===== config.mk =====
export PLATFORM = sky130hd
export DESIGN_NAME = fsec_ctrl
export DESIGN_NICKNAME = d
export VERILOG_FILES = /design/src/include/fsec_pkg.sv /design/src/include/fsec_ifs.sv /design/src/fsec_cmd_dec.sv /design/src/fsec_ctrl.sv /design/src/fsec_timer.sv
export VERILOG_INCLUDE_DIRS = /design/src /design/src/include
export SDC_FILE = /design/constraint.sdc
export NUM_CORES = 1
export LEC_CHECK = 0
export BUFFER_PORTS_ARGS = -buffer_cell sky130_fd_sc_hd__buf_2
export CAP_MARGIN = 5
export CORE_MARGIN = 2
export CORE_UTILIZATION = 40
export CTS_BUF_LIST = sky130_fd_sc_hd__clkbuf_8
export DETAILED_ROUTE_END_ITERATION = 10
export GPL_ROUTABILITY_DRIVEN = 1
export GPL_TIMING_DRIVEN = 0
export PLACE_DENSITY = 0.7
export SETUP_SLACK_MARGIN = 0.2
export SYNTH_ARGS = -nofsm -noshare
export SYNTH_HDL_FRONTEND = slang
export SYNTH_SLANG_ARGS = --single-unit

===== constraint.sdc =====
create_clock -name clk -period 5.61 [get_ports clk]
set_input_delay 0.561 -clock clk [delete_from_list [all_inputs] [get_ports clk]]
set_output_delay 0.561 -clock clk [all_outputs]
set_load 0.01 [all_outputs]

===== src/include/fsec_defs.svh =====
// Constants for the flash sector erase sequencer
`ifndef FSEC_DEFS_SVH
`define FSEC_DEFS_SVH
// ****************************************
// Command bytes
// ****************************************
`define FSEC_CMD_UNLOCK1 8'haa
`define FSEC_CMD_UNLOCK2 8'h55
`define FSEC_CMD_PROG    8'ha0
`define FSEC_CMD_ESETUP  8'h80
`define FSEC_CMD_SECTOR  8'h30
`define FSEC_CMD_BULK    8'h10
`define FSEC_CMD_SUSPEND 8'hb0
`define FSEC_CMD_RESET   8'hf0
// ****************************************
// Registers and status bit positions
// ****************************************
`define FSEC_OFS_MAIN_PROT 8'hc0
`define FSEC_OFS_SEC_PROT  8'hc2
`define FSEC_BIT_POLL      7
`define FSEC_BIT_TOGGLE    6
`define FSEC_BIT_ERROR     5
`define FSEC_BIT_WINDOW    3
`define FSEC_BIT_SECURE    7
`define FSEC_INVALID_BYTE  8'hff
`define FSEC_RDATA_RESET   8'h00
// ****************************************
// Timing (times in us, counts at the clock rate)
// ****************************************
`define FSEC_CLK_MHZ  40
`define FSEC_WIN_US   80
`define FSEC_SUSP_US  15
`define FSEC_RST_US   25
`define FSEC_WIN_CYC  (`FSEC_WIN_US * `FSEC_CLK_MHZ)
`define FSEC_SUSP_CYC (`FSEC_SUSP_US * `FSEC_CLK_MHZ)
`define FSEC_RST_CYC  (`FSEC_RST_US * `FSEC_CLK_MHZ)
`endif


===== src/include/fsec_pkg.sv =====
// Types shared by the flash sector erase sequencer
package fsec_pkg;
  typedef enum logic [3:0] {
    FS_IDLE, FS_PROG, FS_BULK, FS_WIN, FS_ERASE, FS_SUSP_WAIT, FS_SUSP, FS_ABORT, FS_FAULT
  } fsec_state_t;
  typedef enum logic [2:0] {
    DEC_IDLE, DEC_U1, DEC_U2, DEC_PROG, DEC_ES, DEC_EU1, DEC_EU2
  } fsec_dec_t;
endpackage : fsec_pkg


===== src/include/fsec_ifs.sv =====
// Interfaces between the sequencer, its command decoder and its timers
`timescale 1ns/100ps
`default_nettype none
interface fsec_tmr_if #(parameter int W = 16);
  logic         load;
  logic [W-1:0] val;
  logic         run;
  logic         expired;
  modport owner (output load, output val, output run, input expired);
  modport timer (input load, input val, input run, output expired);
endinterface : fsec_tmr_if

interface fsec_cmd_if;
  logic cmd_reset;
  logic cmd_prog;
  logic cmd_sect;
  logic cmd_bulk;
  logic cmd_single30;
  logic cmd_suspend;
  modport dec (output cmd_reset, output cmd_prog, output cmd_sect, output cmd_bulk,
               output cmd_single30, output cmd_suspend);
  modport seq (input cmd_reset, input cmd_prog, input cmd_sect, input cmd_bulk,
               input cmd_single30, input cmd_suspend);
endinterface : fsec_cmd_if
`default_nettype wire


===== src/fsec_cmd_dec.sv =====
// Bus write cycle decoder for unlock and command sequences
`timescale 1ns/100ps
`default_nettype none
`include "fsec_defs.svh"
module fsec_cmd_dec (
  // Clock and reset
  input wire logic        clk,
  input wire logic        rst_n,
  // Bus write cycle
  input wire logic        bus_wr,
  input wire logic [7:0]  bus_wdata,
  // Decoded commands
  fsec_cmd_if.dec         cmd
);
  import fsec_pkg::*;
  fsec_dec_t step_q;
  fsec_dec_t step_d;

  always_comb begin
    step_d           = step_q;
    cmd.cmd_reset    = 1'b0;
    cmd.cmd_prog     = 1'b0;
    cmd.cmd_sect     = 1'b0;
    cmd.cmd_bulk     = 1'b0;
    cmd.cmd_single30 = 1'b0;
    cmd.cmd_suspend  = 1'b0;
    if (bus_wr) begin
      step_d = DEC_IDLE;
      // The program data byte may hold any value, so it is never taken as a command
      if (step_q == DEC_PROG) begin
        cmd.cmd_prog = 1'b1;
      end else if (bus_wdata == `FSEC_CMD_RESET) begin
        cmd.cmd_reset = 1'b1;
      end else begin
        // A wrong byte anywhere drops the sequence back to the start
        case (step_q)
          DEC_IDLE: begin
            if (bus_wdata == `FSEC_CMD_UNLOCK1) begin
              step_d = DEC_U1;
            end
            cmd.cmd_single30 = (bus_wdata == `FSEC_CMD_SECTOR);
            cmd.cmd_suspend  = (bus_wdata == `FSEC_CMD_SUSPEND);
          end
          DEC_U1:  if (bus_wdata == `FSEC_CMD_UNLOCK2) step_d = DEC_U2;
          DEC_U2: begin
            if (bus_wdata == `FSEC_CMD_PROG) begin
              step_d = DEC_PROG;
            end else if (bus_wdata == `FSEC_CMD_ESETUP) begin
              step_d = DEC_ES;
            end
          end
          DEC_ES:  if (bus_wdata == `FSEC_CMD_UNLOCK1) step_d = DEC_EU1;
          DEC_EU1: if (bus_wdata == `FSEC_CMD_UNLOCK2) step_d = DEC_EU2;
          DEC_EU2: begin
            cmd.cmd_sect = (bus_wdata == `FSEC_CMD_SECTOR);
            cmd.cmd_bulk = (bus_wdata == `FSEC_CMD_BULK);
          end
          default: step_d = DEC_IDLE;
        endcase
      end
    end
  end

  always_ff @(posedge clk) begin
    if (!rst_n) begin
      step_q <= DEC_IDLE;
    end else begin
      step_q <= step_d;
    end
  end
endmodule : fsec_cmd_dec
`default_nettype wire


===== src/fsec_ctrl.sv =====
// Flash sector erase sequencer with protection and security status
// How it works
// Sector erase needs six correct writes before erasing starts.
// A bare 30h to another sector inside 80us appends that sector.
// Window flag reads 0 while the append window is open, 1 after.
// Host appends nothing once the window flag is 1.
// Array reads during erase return error, toggle and polling status.
// During erase only reset and suspend commands are obeyed.
// Host addresses appended sectors in the same array.
// B0h suspends, only while an erase runs.
// Suspend reaches read-array mode within 15us.
// While suspended, erasing sectors read invalid, others read array data.
// While suspended, programming is refused; only resume and reset obeyed.
// Reset while suspended ends the erase and marks its sectors invalid.
// 30h while suspended resumes where the erase stopped.
// Reset is one write and returns the array to read mode.
// Reset ignored in program or bulk erase; aborts sector erase within 25us.
// System reset aborts any operation and restores read mode.
// System reset comes from reset pin, watchdog, low supply or debug.
// Writes to protected sectors are ignored; reads still work.
// Register C0h shows main sector protection, read only.
// Register C2h shows secondary protection and security bit 7.
// Security blocks debug flash access except full erase.
// Writes are inhibited while supply lockout is active.
// Commands other than reset start with AAh then 55h; suspend B0h and the append or resume 30h are taken bare.
// Toggle flag flips on every status read while busy.
// Error flag reads 1 after an erase time-out.
// Erase time and window are parameterised cycle counts.
`timescale 1ns/100ps
`default_nettype none
`include "fsec_defs.svh"
module fsec_ctrl #(
  parameter int          ERASE_W      = 24,
  parameter logic [23:0] ERASE_CYCLES = 24'h009c40
) (
  // Clock and reset
  input wire logic         clk,
  input wire logic         rst_n,
  // System reset sources
  input wire logic         ext_reset_n,
  input wire logic         wdog_timeout,
  input wire logic         low_vcc_detect,
  input wire logic         debug_reset,
  // Processor bus
  input wire logic         bus_wr,
  input wire logic         bus_rd,
  input wire logic [15:0]  bus_addr,
  input wire logic [7:0]   bus_wdata,
  output logic [7:0]       bus_rdata,
  input wire logic         csiop_select,
  input wire logic [7:0]   main_sector_select,
  input wire logic [3:0]   secondary_sector_select,
  // Protection and supply
  input wire logic [7:0]   main_protect,
  input wire logic [3:0]   secondary_protect,
  input wire logic         security_set,
  input wire logic         supply_lockout,
  // Debug port access
  input wire logic         dbg_rdwr_req,
  input wire logic         dbg_erase_req,
  output logic             dbg_rdwr_grant,
  output logic             dbg_erase_grant,
  // Flash array core
  input wire logic [7:0]   array_rdata,
  input wire logic         core_done,
  input wire logic         core_fail,
  output logic             core_prog,
  output logic             core_bulk,
  output logic [15:0]      core_addr,
  output logic [7:0]       core_wdata,
  output logic             core_erase_active,
  output logic [7:0]       core_erase_sector,
  output logic             core_erase_secondary,
  output logic [7:0]       invalid_sectors
);
  import fsec_pkg::*;

  // ****************************************
  // Decoder and timers
  // ****************************************
  fsec_cmd_if                  cmd ();
  fsec_tmr_if #(.W(16))        win ();
  fsec_tmr_if #(.W(ERASE_W))   op ();

  fsec_cmd_dec u_dec (.clk(clk), .rst_n(rst_n), .bus_wr(bus_wr), .bus_wdata(bus_wdata), .cmd(cmd));
  fsec_timer #(.W(16))      u_win (.clk(clk), .rst_n(rst_n), .tmr(win));
  fsec_timer #(.W(ERASE_W)) u_op  (.clk(clk), .rst_n(rst_n), .tmr(op));

  // ****************************************
  // Address and protection terms
  // ****************************************
  logic       sys_reset;
  logic       sel_sec;
  logic       sel_hit;
  logic [7:0] sel_vec;
  logic       prot_hit;
  logic       wr_ok;
  logic       same_arr;
  logic [7:0] cur_sect;

  assign sys_reset = !ext_reset_n || wdog_timeout || low_vcc_detect || debug_reset;
  assign sel_sec   = |secondary_sector_select;
  assign sel_hit   = sel_sec || (|main_sector_select);
  assign sel_vec   = sel_sec ? {4'h0, secondary_sector_select} : main_sector_select;
  assign prot_hit  = |(main_sector_select & main_protect) || |(secondary_sector_select & secondary_protect);
  assign wr_ok     = sel_hit && !prot_hit && !supply_lockout;

  fsec_state_t st_q;
  fsec_state_t st_d;
  logic       sec_q;
  logic       sec_d;
  logic [7:0] mask_q;
  logic [7:0] mask_d;
  logic       err_q;
  logic       err_d;
  logic       tog_q;
  logic       tog_d;
  logic [7:0] rdata_q;
  logic [7:0] rdata_d;
  logic       prog_q;
  logic       prog_d;
  logic       bulk_q;
  logic       bulk_d;
  logic [15:0] addr_q;
  logic [15:0] addr_d;
  logic [7:0] wdata_q;
  logic [7:0] wdata_d;
  logic [7:0] inv_q;
  logic [7:0] inv_d;

  assign same_arr = (sel_sec == sec_q);
  // Sectors are erased one at a time, lowest number first
  assign cur_sect = mask_q & (~mask_q + 8'h01);

  // ****************************************
  // Sequencer
  // ****************************************
  logic [7:0] status;
  logic       busy_st;
  logic       bulk_ok;

  always_comb begin
    status = 8'h00;
    status[`FSEC_BIT_POLL]   = (st_q == FS_PROG) ? ~wdata_q[7] : 1'b0;
    status[`FSEC_BIT_TOGGLE] = tog_q;
    status[`FSEC_BIT_ERROR]  = err_q;
    status[`FSEC_BIT_WINDOW] = (st_q != FS_WIN);
    busy_st = (st_q != FS_IDLE) && (st_q != FS_SUSP);
    bulk_ok = sel_hit && !supply_lockout &&
              !(sel_sec ? |secondary_protect : |main_protect);
  end

  always_comb begin
    st_d    = st_q;
    sec_d   = sec_q;
    mask_d  = mask_q;
    err_d   = err_q;
    tog_d   = tog_q;
    rdata_d = rdata_q;
    prog_d  = 1'b0;
    bulk_d  = 1'b0;
    addr_d  = addr_q;
    wdata_d = wdata_q;
    inv_d   = inv_q;
    win.load = 1'b0;
    win.val  = 16'h0000;
    op.load  = 1'b0;
    op.val   = ERASE_CYCLES[ERASE_W-1:0];
    if (sys_reset) begin
      st_d   = FS_IDLE;
      mask_d = 8'h00;
    end else begin
      case (st_q)
        FS_IDLE: begin
          if (cmd.cmd_prog && wr_ok) begin
            st_d    = FS_PROG;
            prog_d  = 1'b1;
            addr_d  = bus_addr;
            wdata_d = bus_wdata;
            err_d   = 1'b0;
          end else if (cmd.cmd_bulk && bulk_ok) begin
            st_d   = FS_BULK;
            bulk_d = 1'b1;
            addr_d = bus_addr;
            err_d  = 1'b0;
          end else if (cmd.cmd_sect && wr_ok) begin
            st_d     = FS_WIN;
            sec_d    = sel_sec;
            mask_d   = sel_vec;
            err_d    = 1'b0;
            inv_d    = inv_q & ~sel_vec;
            win.load = 1'b1;
            win.val  = 16'(`FSEC_WIN_CYC);
          end
        end
        FS_PROG, FS_BULK: begin
          // Reset is not obeyed here; a failure waits for it instead
          if (core_fail) begin
            st_d  = FS_FAULT;
            err_d = 1'b1;
          end else if (core_done) begin
            st_d = FS_IDLE;
          end
        end
        FS_WIN: begin
          if (cmd.cmd_reset) begin
            st_d     = FS_ABORT;
            win.load = 1'b1;
            win.val  = 16'(`FSEC_RST_CYC);
          end else if (cmd.cmd_single30 && wr_ok && same_arr) begin
            mask_d   = mask_q | sel_vec;
            win.load = 1'b1;
            win.val  = 16'(`FSEC_WIN_CYC);
          end else if (win.expired) begin
            st_d    = FS_ERASE;
            op.load = 1'b1;
          end
        end
        FS_ERASE: begin
          if (core_fail) begin
            st_d  = FS_FAULT;
            err_d = 1'b1;
          end else if (cmd.cmd_reset) begin
            st_d     = FS_ABORT;
            inv_d    = mask_q;
            win.load = 1'b1;
            win.val  = 16'(`FSEC_RST_CYC);
          end else if (cmd.cmd_suspend && sel_hit && same_arr) begin
            st_d     = FS_SUSP_WAIT;
            win.load = 1'b1;
            win.val  = 16'(`FSEC_SUSP_CYC);
          end else if (op.expired) begin
            mask_d = mask_q & ~cur_sect;
            if (mask_d == 8'h00) begin
              st_d = FS_IDLE;
            end else begin
              op.load = 1'b1;
            end
          end
        end
        FS_SUSP_WAIT: begin
          if (win.expired) begin
            st_d = FS_SUSP;
          end
        end
        FS_SUSP: begin
          if (cmd.cmd_reset) begin
            st_d     = FS_ABORT;
            inv_d    = mask_q;
            win.load = 1'b1;
            win.val  = 16'(`FSEC_RST_CYC);
          end else if (cmd.cmd_single30 && sel_hit && same_arr) begin
            st_d = FS_ERASE;
          end
        end
        FS_ABORT: begin
          mask_d = 8'h00;
          if (win.expired) begin
            st_d = FS_IDLE;
          end
        end
        FS_FAULT: begin
          if (cmd.cmd_reset) begin
            st_d     = FS_ABORT;
            win.load = 1'b1;
            win.val  = 16'(`FSEC_RST_CYC);
          end
        end
        default: st_d = FS_IDLE;
      endcase
    end
    // Read path; registers answer in any state
    if (bus_rd && csiop_select) begin
      if (bus_addr[7:0] == `FSEC_OFS_MAIN_PROT) begin
        rdata_d = main_protect;
      end else if (bus_addr[7:0] == `FSEC_OFS_SEC_PROT) begin
        rdata_d = {security_set, 3'b000, secondary_protect};
      end else begin
        rdata_d = 8'h00;
      end
    end else if (bus_rd && sel_hit) begin
      if (busy_st) begin
        rdata_d = status;
        tog_d   = ~tog_q;
      end else if (st_q == FS_SUSP && same_arr && |(sel_vec & mask_q)) begin
        rdata_d = `FSEC_INVALID_BYTE;
      end else begin
        rdata_d = array_rdata;
      end
    end
  end

  // Op timer only counts while erasing, so a resume carries on from where it stopped
  assign win.run = 1'b1;
  assign op.run  = (st_q == FS_ERASE);

  always_ff @(posedge clk) begin
    if (!rst_n) begin
      st_q    <= FS_IDLE;
      sec_q   <= 1'b0;
      mask_q  <= 8'h00;
      err_q   <= 1'b0;
      tog_q   <= 1'b0;
      rdata_q <= `FSEC_RDATA_RESET;
      prog_q  <= 1'b0;
      bulk_q  <= 1'b0;
      addr_q  <= 16'h0000;
      wdata_q <= 8'h00;
      inv_q   <= 8'h00;
    end else begin
      st_q    <= st_d;
      sec_q   <= sec_d;
      mask_q  <= mask_d;
      err_q   <= err_d;
      tog_q   <= tog_d;
      rdata_q <= rdata_d;
      prog_q  <= prog_d;
      bulk_q  <= bulk_d;
      addr_q  <= addr_d;
      wdata_q <= wdata_d;
      inv_q   <= inv_d;
    end
  end

  // ****************************************
  // Outputs
  // ****************************************
  assign bus_rdata            = rdata_q;
  assign core_prog            = prog_q;
  assign core_bulk            = bulk_q;
  assign core_addr            = addr_q;
  assign core_wdata           = wdata_q;
  assign core_erase_active    = (st_q == FS_ERASE);
  assign core_erase_sector    = (st_q == FS_ERASE) ? cur_sect : 8'h00;
  assign core_erase_secondary = sec_q;
  assign invalid_sectors      = inv_q;
  assign dbg_rdwr_grant       = dbg_rdwr_req && !security_set;
  assign dbg_erase_grant      = dbg_erase_req;

  localparam int SUSP_MAX = `FSEC_SUSP_CYC + 1;
  localparam int RST_MAX  = `FSEC_RST_CYC + 1;
endmodule : fsec_ctrl
`default_nettype wire


===== src/fsec_timer.sv =====
// Loadable down counter that pauses while run is low
`timescale 1ns/100ps
`default_nettype none
module fsec_timer #(
  parameter int W = 16
) (
  // Clock and reset
  input wire logic   clk,
  input wire logic   rst_n,
  // Control
  fsec_tmr_if.timer  tmr
);
  logic [W-1:0] cnt_q;
  logic [W-1:0] cnt_d;

  // Expiry is seen in the last counted cycle, so a load of N gives N cycles
  assign tmr.expired = tmr.run && (cnt_q == W'(1));

  always_comb begin
    cnt_d = cnt_q;
    if (tmr.load) begin
      cnt_d = tmr.val;
    end else if (tmr.run && cnt_q != '0) begin
      cnt_d = cnt_q - W'(1);
    end
  end

  always_ff @(posedge clk) begin
    if (!rst_n) begin
      cnt_q <= '0;
    end else begin
      cnt_q <= cnt_d;
    end
  end
endmodule : fsec_timer
`default_nettype wire

==> run summary <==
worst-path fanout max - 10
ys flop type - dfxtp_1
Int Pwr - 0.00110 W
Critical Path Sink - invalid_sectors[4]$_SDFFE_PN0P_
global-route wire length before repair - 27400 µm
Post-Synth Adder-Cell Area - 1.24%
static leakage - 2.61 nW
skew final - 14.0 ps
CTS Root Cell - clkbuf_8
GP Congestion - 0.965
die height - 125 µm
Mapped Area - 5840 µm²
area grow syn2layout - 17.4%
Seq/Total Area, Yosys - 34.3%
r2r startpoint - st_q[0]$_SDFFE_PP0P_
syn nets - 797
Starting Density - 40.6%
fin crit share - 58.2%
Pre-Repair DR Iteration Count - 5
status - finished clean
post-DR vias/cell - 5.58
post-route setup TNS - 0 ps
simple-gate area share of the yosys netlist - 31.5%
Antenna Nets Post-Route - 0
# diodes - 0
Total Wirelength - 16700 µm
IO buf count - 121
Yosys warning count - 0
Sw Pwr - 0.000511 W
RSZ-0062 raised after global routing - no
grt total ovfl - 0
worst rel slew slack - 26.7%
NumNets Final - 929
DR WL/cell - 16.0 µm
Post-CTS Setup Inserts - 0
VDD IR max - 151 µV
HPWL after detailed placement - 12700 µm
Synth cell types - 74
final setup violation count - 0
fmax - 306 MHz
initial antenna violation count - 0
Post-CTS Resized - 0
Reg clk slew, reported paths - 110 ps
pwr dens - 234 nW/µm²
via count - 5811
Seq pwr share - 50.1%
post-synthesis compound-gate area fraction - 18.1%
EDFF count, synth - 0
r2r setup slk - 2340 ps
clk buf depth - 2
Power, Total - 0.00161 W
die width - 125 µm
Crit Path Class - register to register
H-tree levels - 3
Sink Count - 100
max-cap violations - 0
CTS Buf Count - 9
row count - 44
Post-Syn Instances - 721
Final Hold Vio Count - 0
mean area per synthesized cell - 8.10 µm²
core outline area - 14400 µm²
CTS tree - done
Worst-Margin Slew - 1090 ps
layout cells sized above 1 - 19.5%
die area - 15600 µm²
ys async rst share - 0%
FF-to-FF path depth - 8
max-slew violation count - 0
Fillers - 1449
crit end category - register
flip-flop and latch count after synthesis - 100
DR DRC count - 0
Hold-fix buffers, CTS - 0
largest net degree at the start of global routing - 17
Clk network pwr share - 27.4%
Setup crit start kind - register
Worst Setup SP - st_q[0]$_SDFFE_PP0P_
CP Data Required Time - 5890 ps
xor/xnor share of the synthesized area - 5.85%
Logic pwr share - 22.5%
hold crit path type - input port to register
Arr. time, crit path - 3540 ps
initial drt markers - 414
GR Util All Layers - 21.4%
post-synthesis mux area share - 5.66%
worst skew pair latency - 390 ps
largest family of logic cells by synthesized area - simple AND/OR/NAND/NOR gates
switch share - 31.8%
fin crit period - 3270 ps
num ports - 125
end of the worst register-to-register path - invalid_sectors[4]$_SDFFE_PN0P_
number of global-route vias before repair - 5485
## how the worst min path moves through the flow
| stage | from | endpoint | slack [ps] | cells past startpoint |
|---|---|---|---|---|
| 3_5_place_dp | invalid_sectors[1]$_SDFFE_PN0P_ | invalid_sectors[1]$_SDFFE_PN0P_ | 470 | 2 |
| 5_1_grt | bus_addr[15] | core_addr[15]$_SDFFE_PN0P_ | 430 | 3 |
| 2_1_floorplan | u_op.cnt_q[20]$_SDFFE_PP0P_ | u_op.cnt_q[20]$_SDFFE_PP0P_ | 470 | 2 |
| 4_1_cts | bus_addr[10] | core_addr[10]$_SDFFE_PN0P_ | 420 | 3 |
| 6_report | bus_addr[11] | core_addr[11]$_SDFFE_PN0P_ | 430 | 3 |
| 3_3_place_gp | invalid_sectors[0]$_SDFFE_PN0P_ | invalid_sectors[0]$_SDFFE_PN0P_ | 470 | 2 |
## cell usage after synthesis, drive strengths merged (4+ instances only)
cell type    n  share of area [%]
nand4        9               0.96
or4         12                1.7
and4         4               0.60
clkbuf      27                1.7
and2        11                1.2
dfxtp      100                 34
o21a        10                1.3
inv         12               0.77
xor2        15                2.3
or3          8               0.86
xnor2       24                3.6
buf          8               0.75
nand2b      11                1.2
a22o         5               0.75
nor4        26                3.5
nand2       70                4.5
o211ai       9                1.2
nor2        69                4.5
nor3        32                2.9
nor3b        7               0.90
a21oi       32                2.8
nand3       18                1.8
nor2b       30                3.2
o21ai       45                3.9
a31oi       11                1.2
and3         4               0.43
ha           5                1.1
o22ai        7               0.75
a211oi       8                1.0
nor4b        6               0.90
mux2i       33                5.7
or2          5               0.54
## sequential cells by signal (all words and copies together), names as in the netlist
register	flops
bus_rdata	8
core_addr	16
core_bulk	1
core_erase_secondary	1
core_prog	1
core_wdata	8
err_q	1
invalid_sectors	8
mask_q	8
st_q	4
tog_q	1
u_dec.step_q	3
u_op.cnt_q	24
u_win.cnt_q	16
## power groups by stage
stage | registers, W | logic (W) | clock network (W)
finish | 0.000805 | 0.000362 | 0.000440
global route | 0.000812 | 0.000412 | 0.000477
CTS | 0.000805 | 0.000361 | 0.000452
detailed placement | 0.000820 | 0.000360 | 0
global placement | 0.000821 | 0.000351 | 0
floorplan | 0.000814 | 0.000260 | 0
## worst max-delay path: stages, from the launching register on
cell	delay, ps
dfxtp_1	320
clkbuf_1	300
nor2_1	130
nand2_1	330
clkinv_1	410
a2111oi_0	830
nand3_1	440
o211ai_1	270
o21ai_0	110
## per-layer routing
metal	part of all wire [%]	track usage (%)
met5	0	0
met1	45	27.4
met4	2.8	7.80
met2	46	35.3
met3	6.5	4.94
## layout make-up
cell class                 instances  area [µm²]  area share [%]
timing repair buffer             121         606            8.84
clock buffer                      10         138            2.01
multi-input combinational        573        3640            53.2
sequential                       100        2000            29.2
tap                              184         230            3.36
clock inverter                     6        40.0           0.584
buffer                            35         145            2.12
inverter                          13        48.8           0.712
## kinds of logic (layout without fill, tap and decap cells)
kind of cell,count (synthesis),count (layout)
adder cells (fa/ha/maj),6,6
flip-flops,100,100
multiplexers,33,33
buffers and inverters,48,185
AND/OR/NAND/NOR,334,334
AO/OA/AOI/OAI,161,161
XOR/XNOR,39,39
## metrics by stage
stage	setup slack, ps	area, µm²	util, %	hold slack [ps]	cells
finish	2340	6850	47.7	431	1042
global route	1970	6850	47.7	426	1042
CTS	2400	6850	47.7	417	1042
detailed placement	2290	6670	46.4	468	1026
global placement	2270	6670	46.4	466	1026
floorplan	2810	5840	-	471	721
## cell usage in the layout, fill, tap and decap left out, types with 24 or more instances in the layout
master	count
a21oi_1	31
buf_2	123
clkbuf_1	27
dfxtp_1	100
mux2i_1	33
nand2_1	70
nor2_1	67
nor2b_1	30
nor3_1	30
o21ai_0	43
xnor2_1	24
No activity file was read; power rests on OpenSTA's default activity.
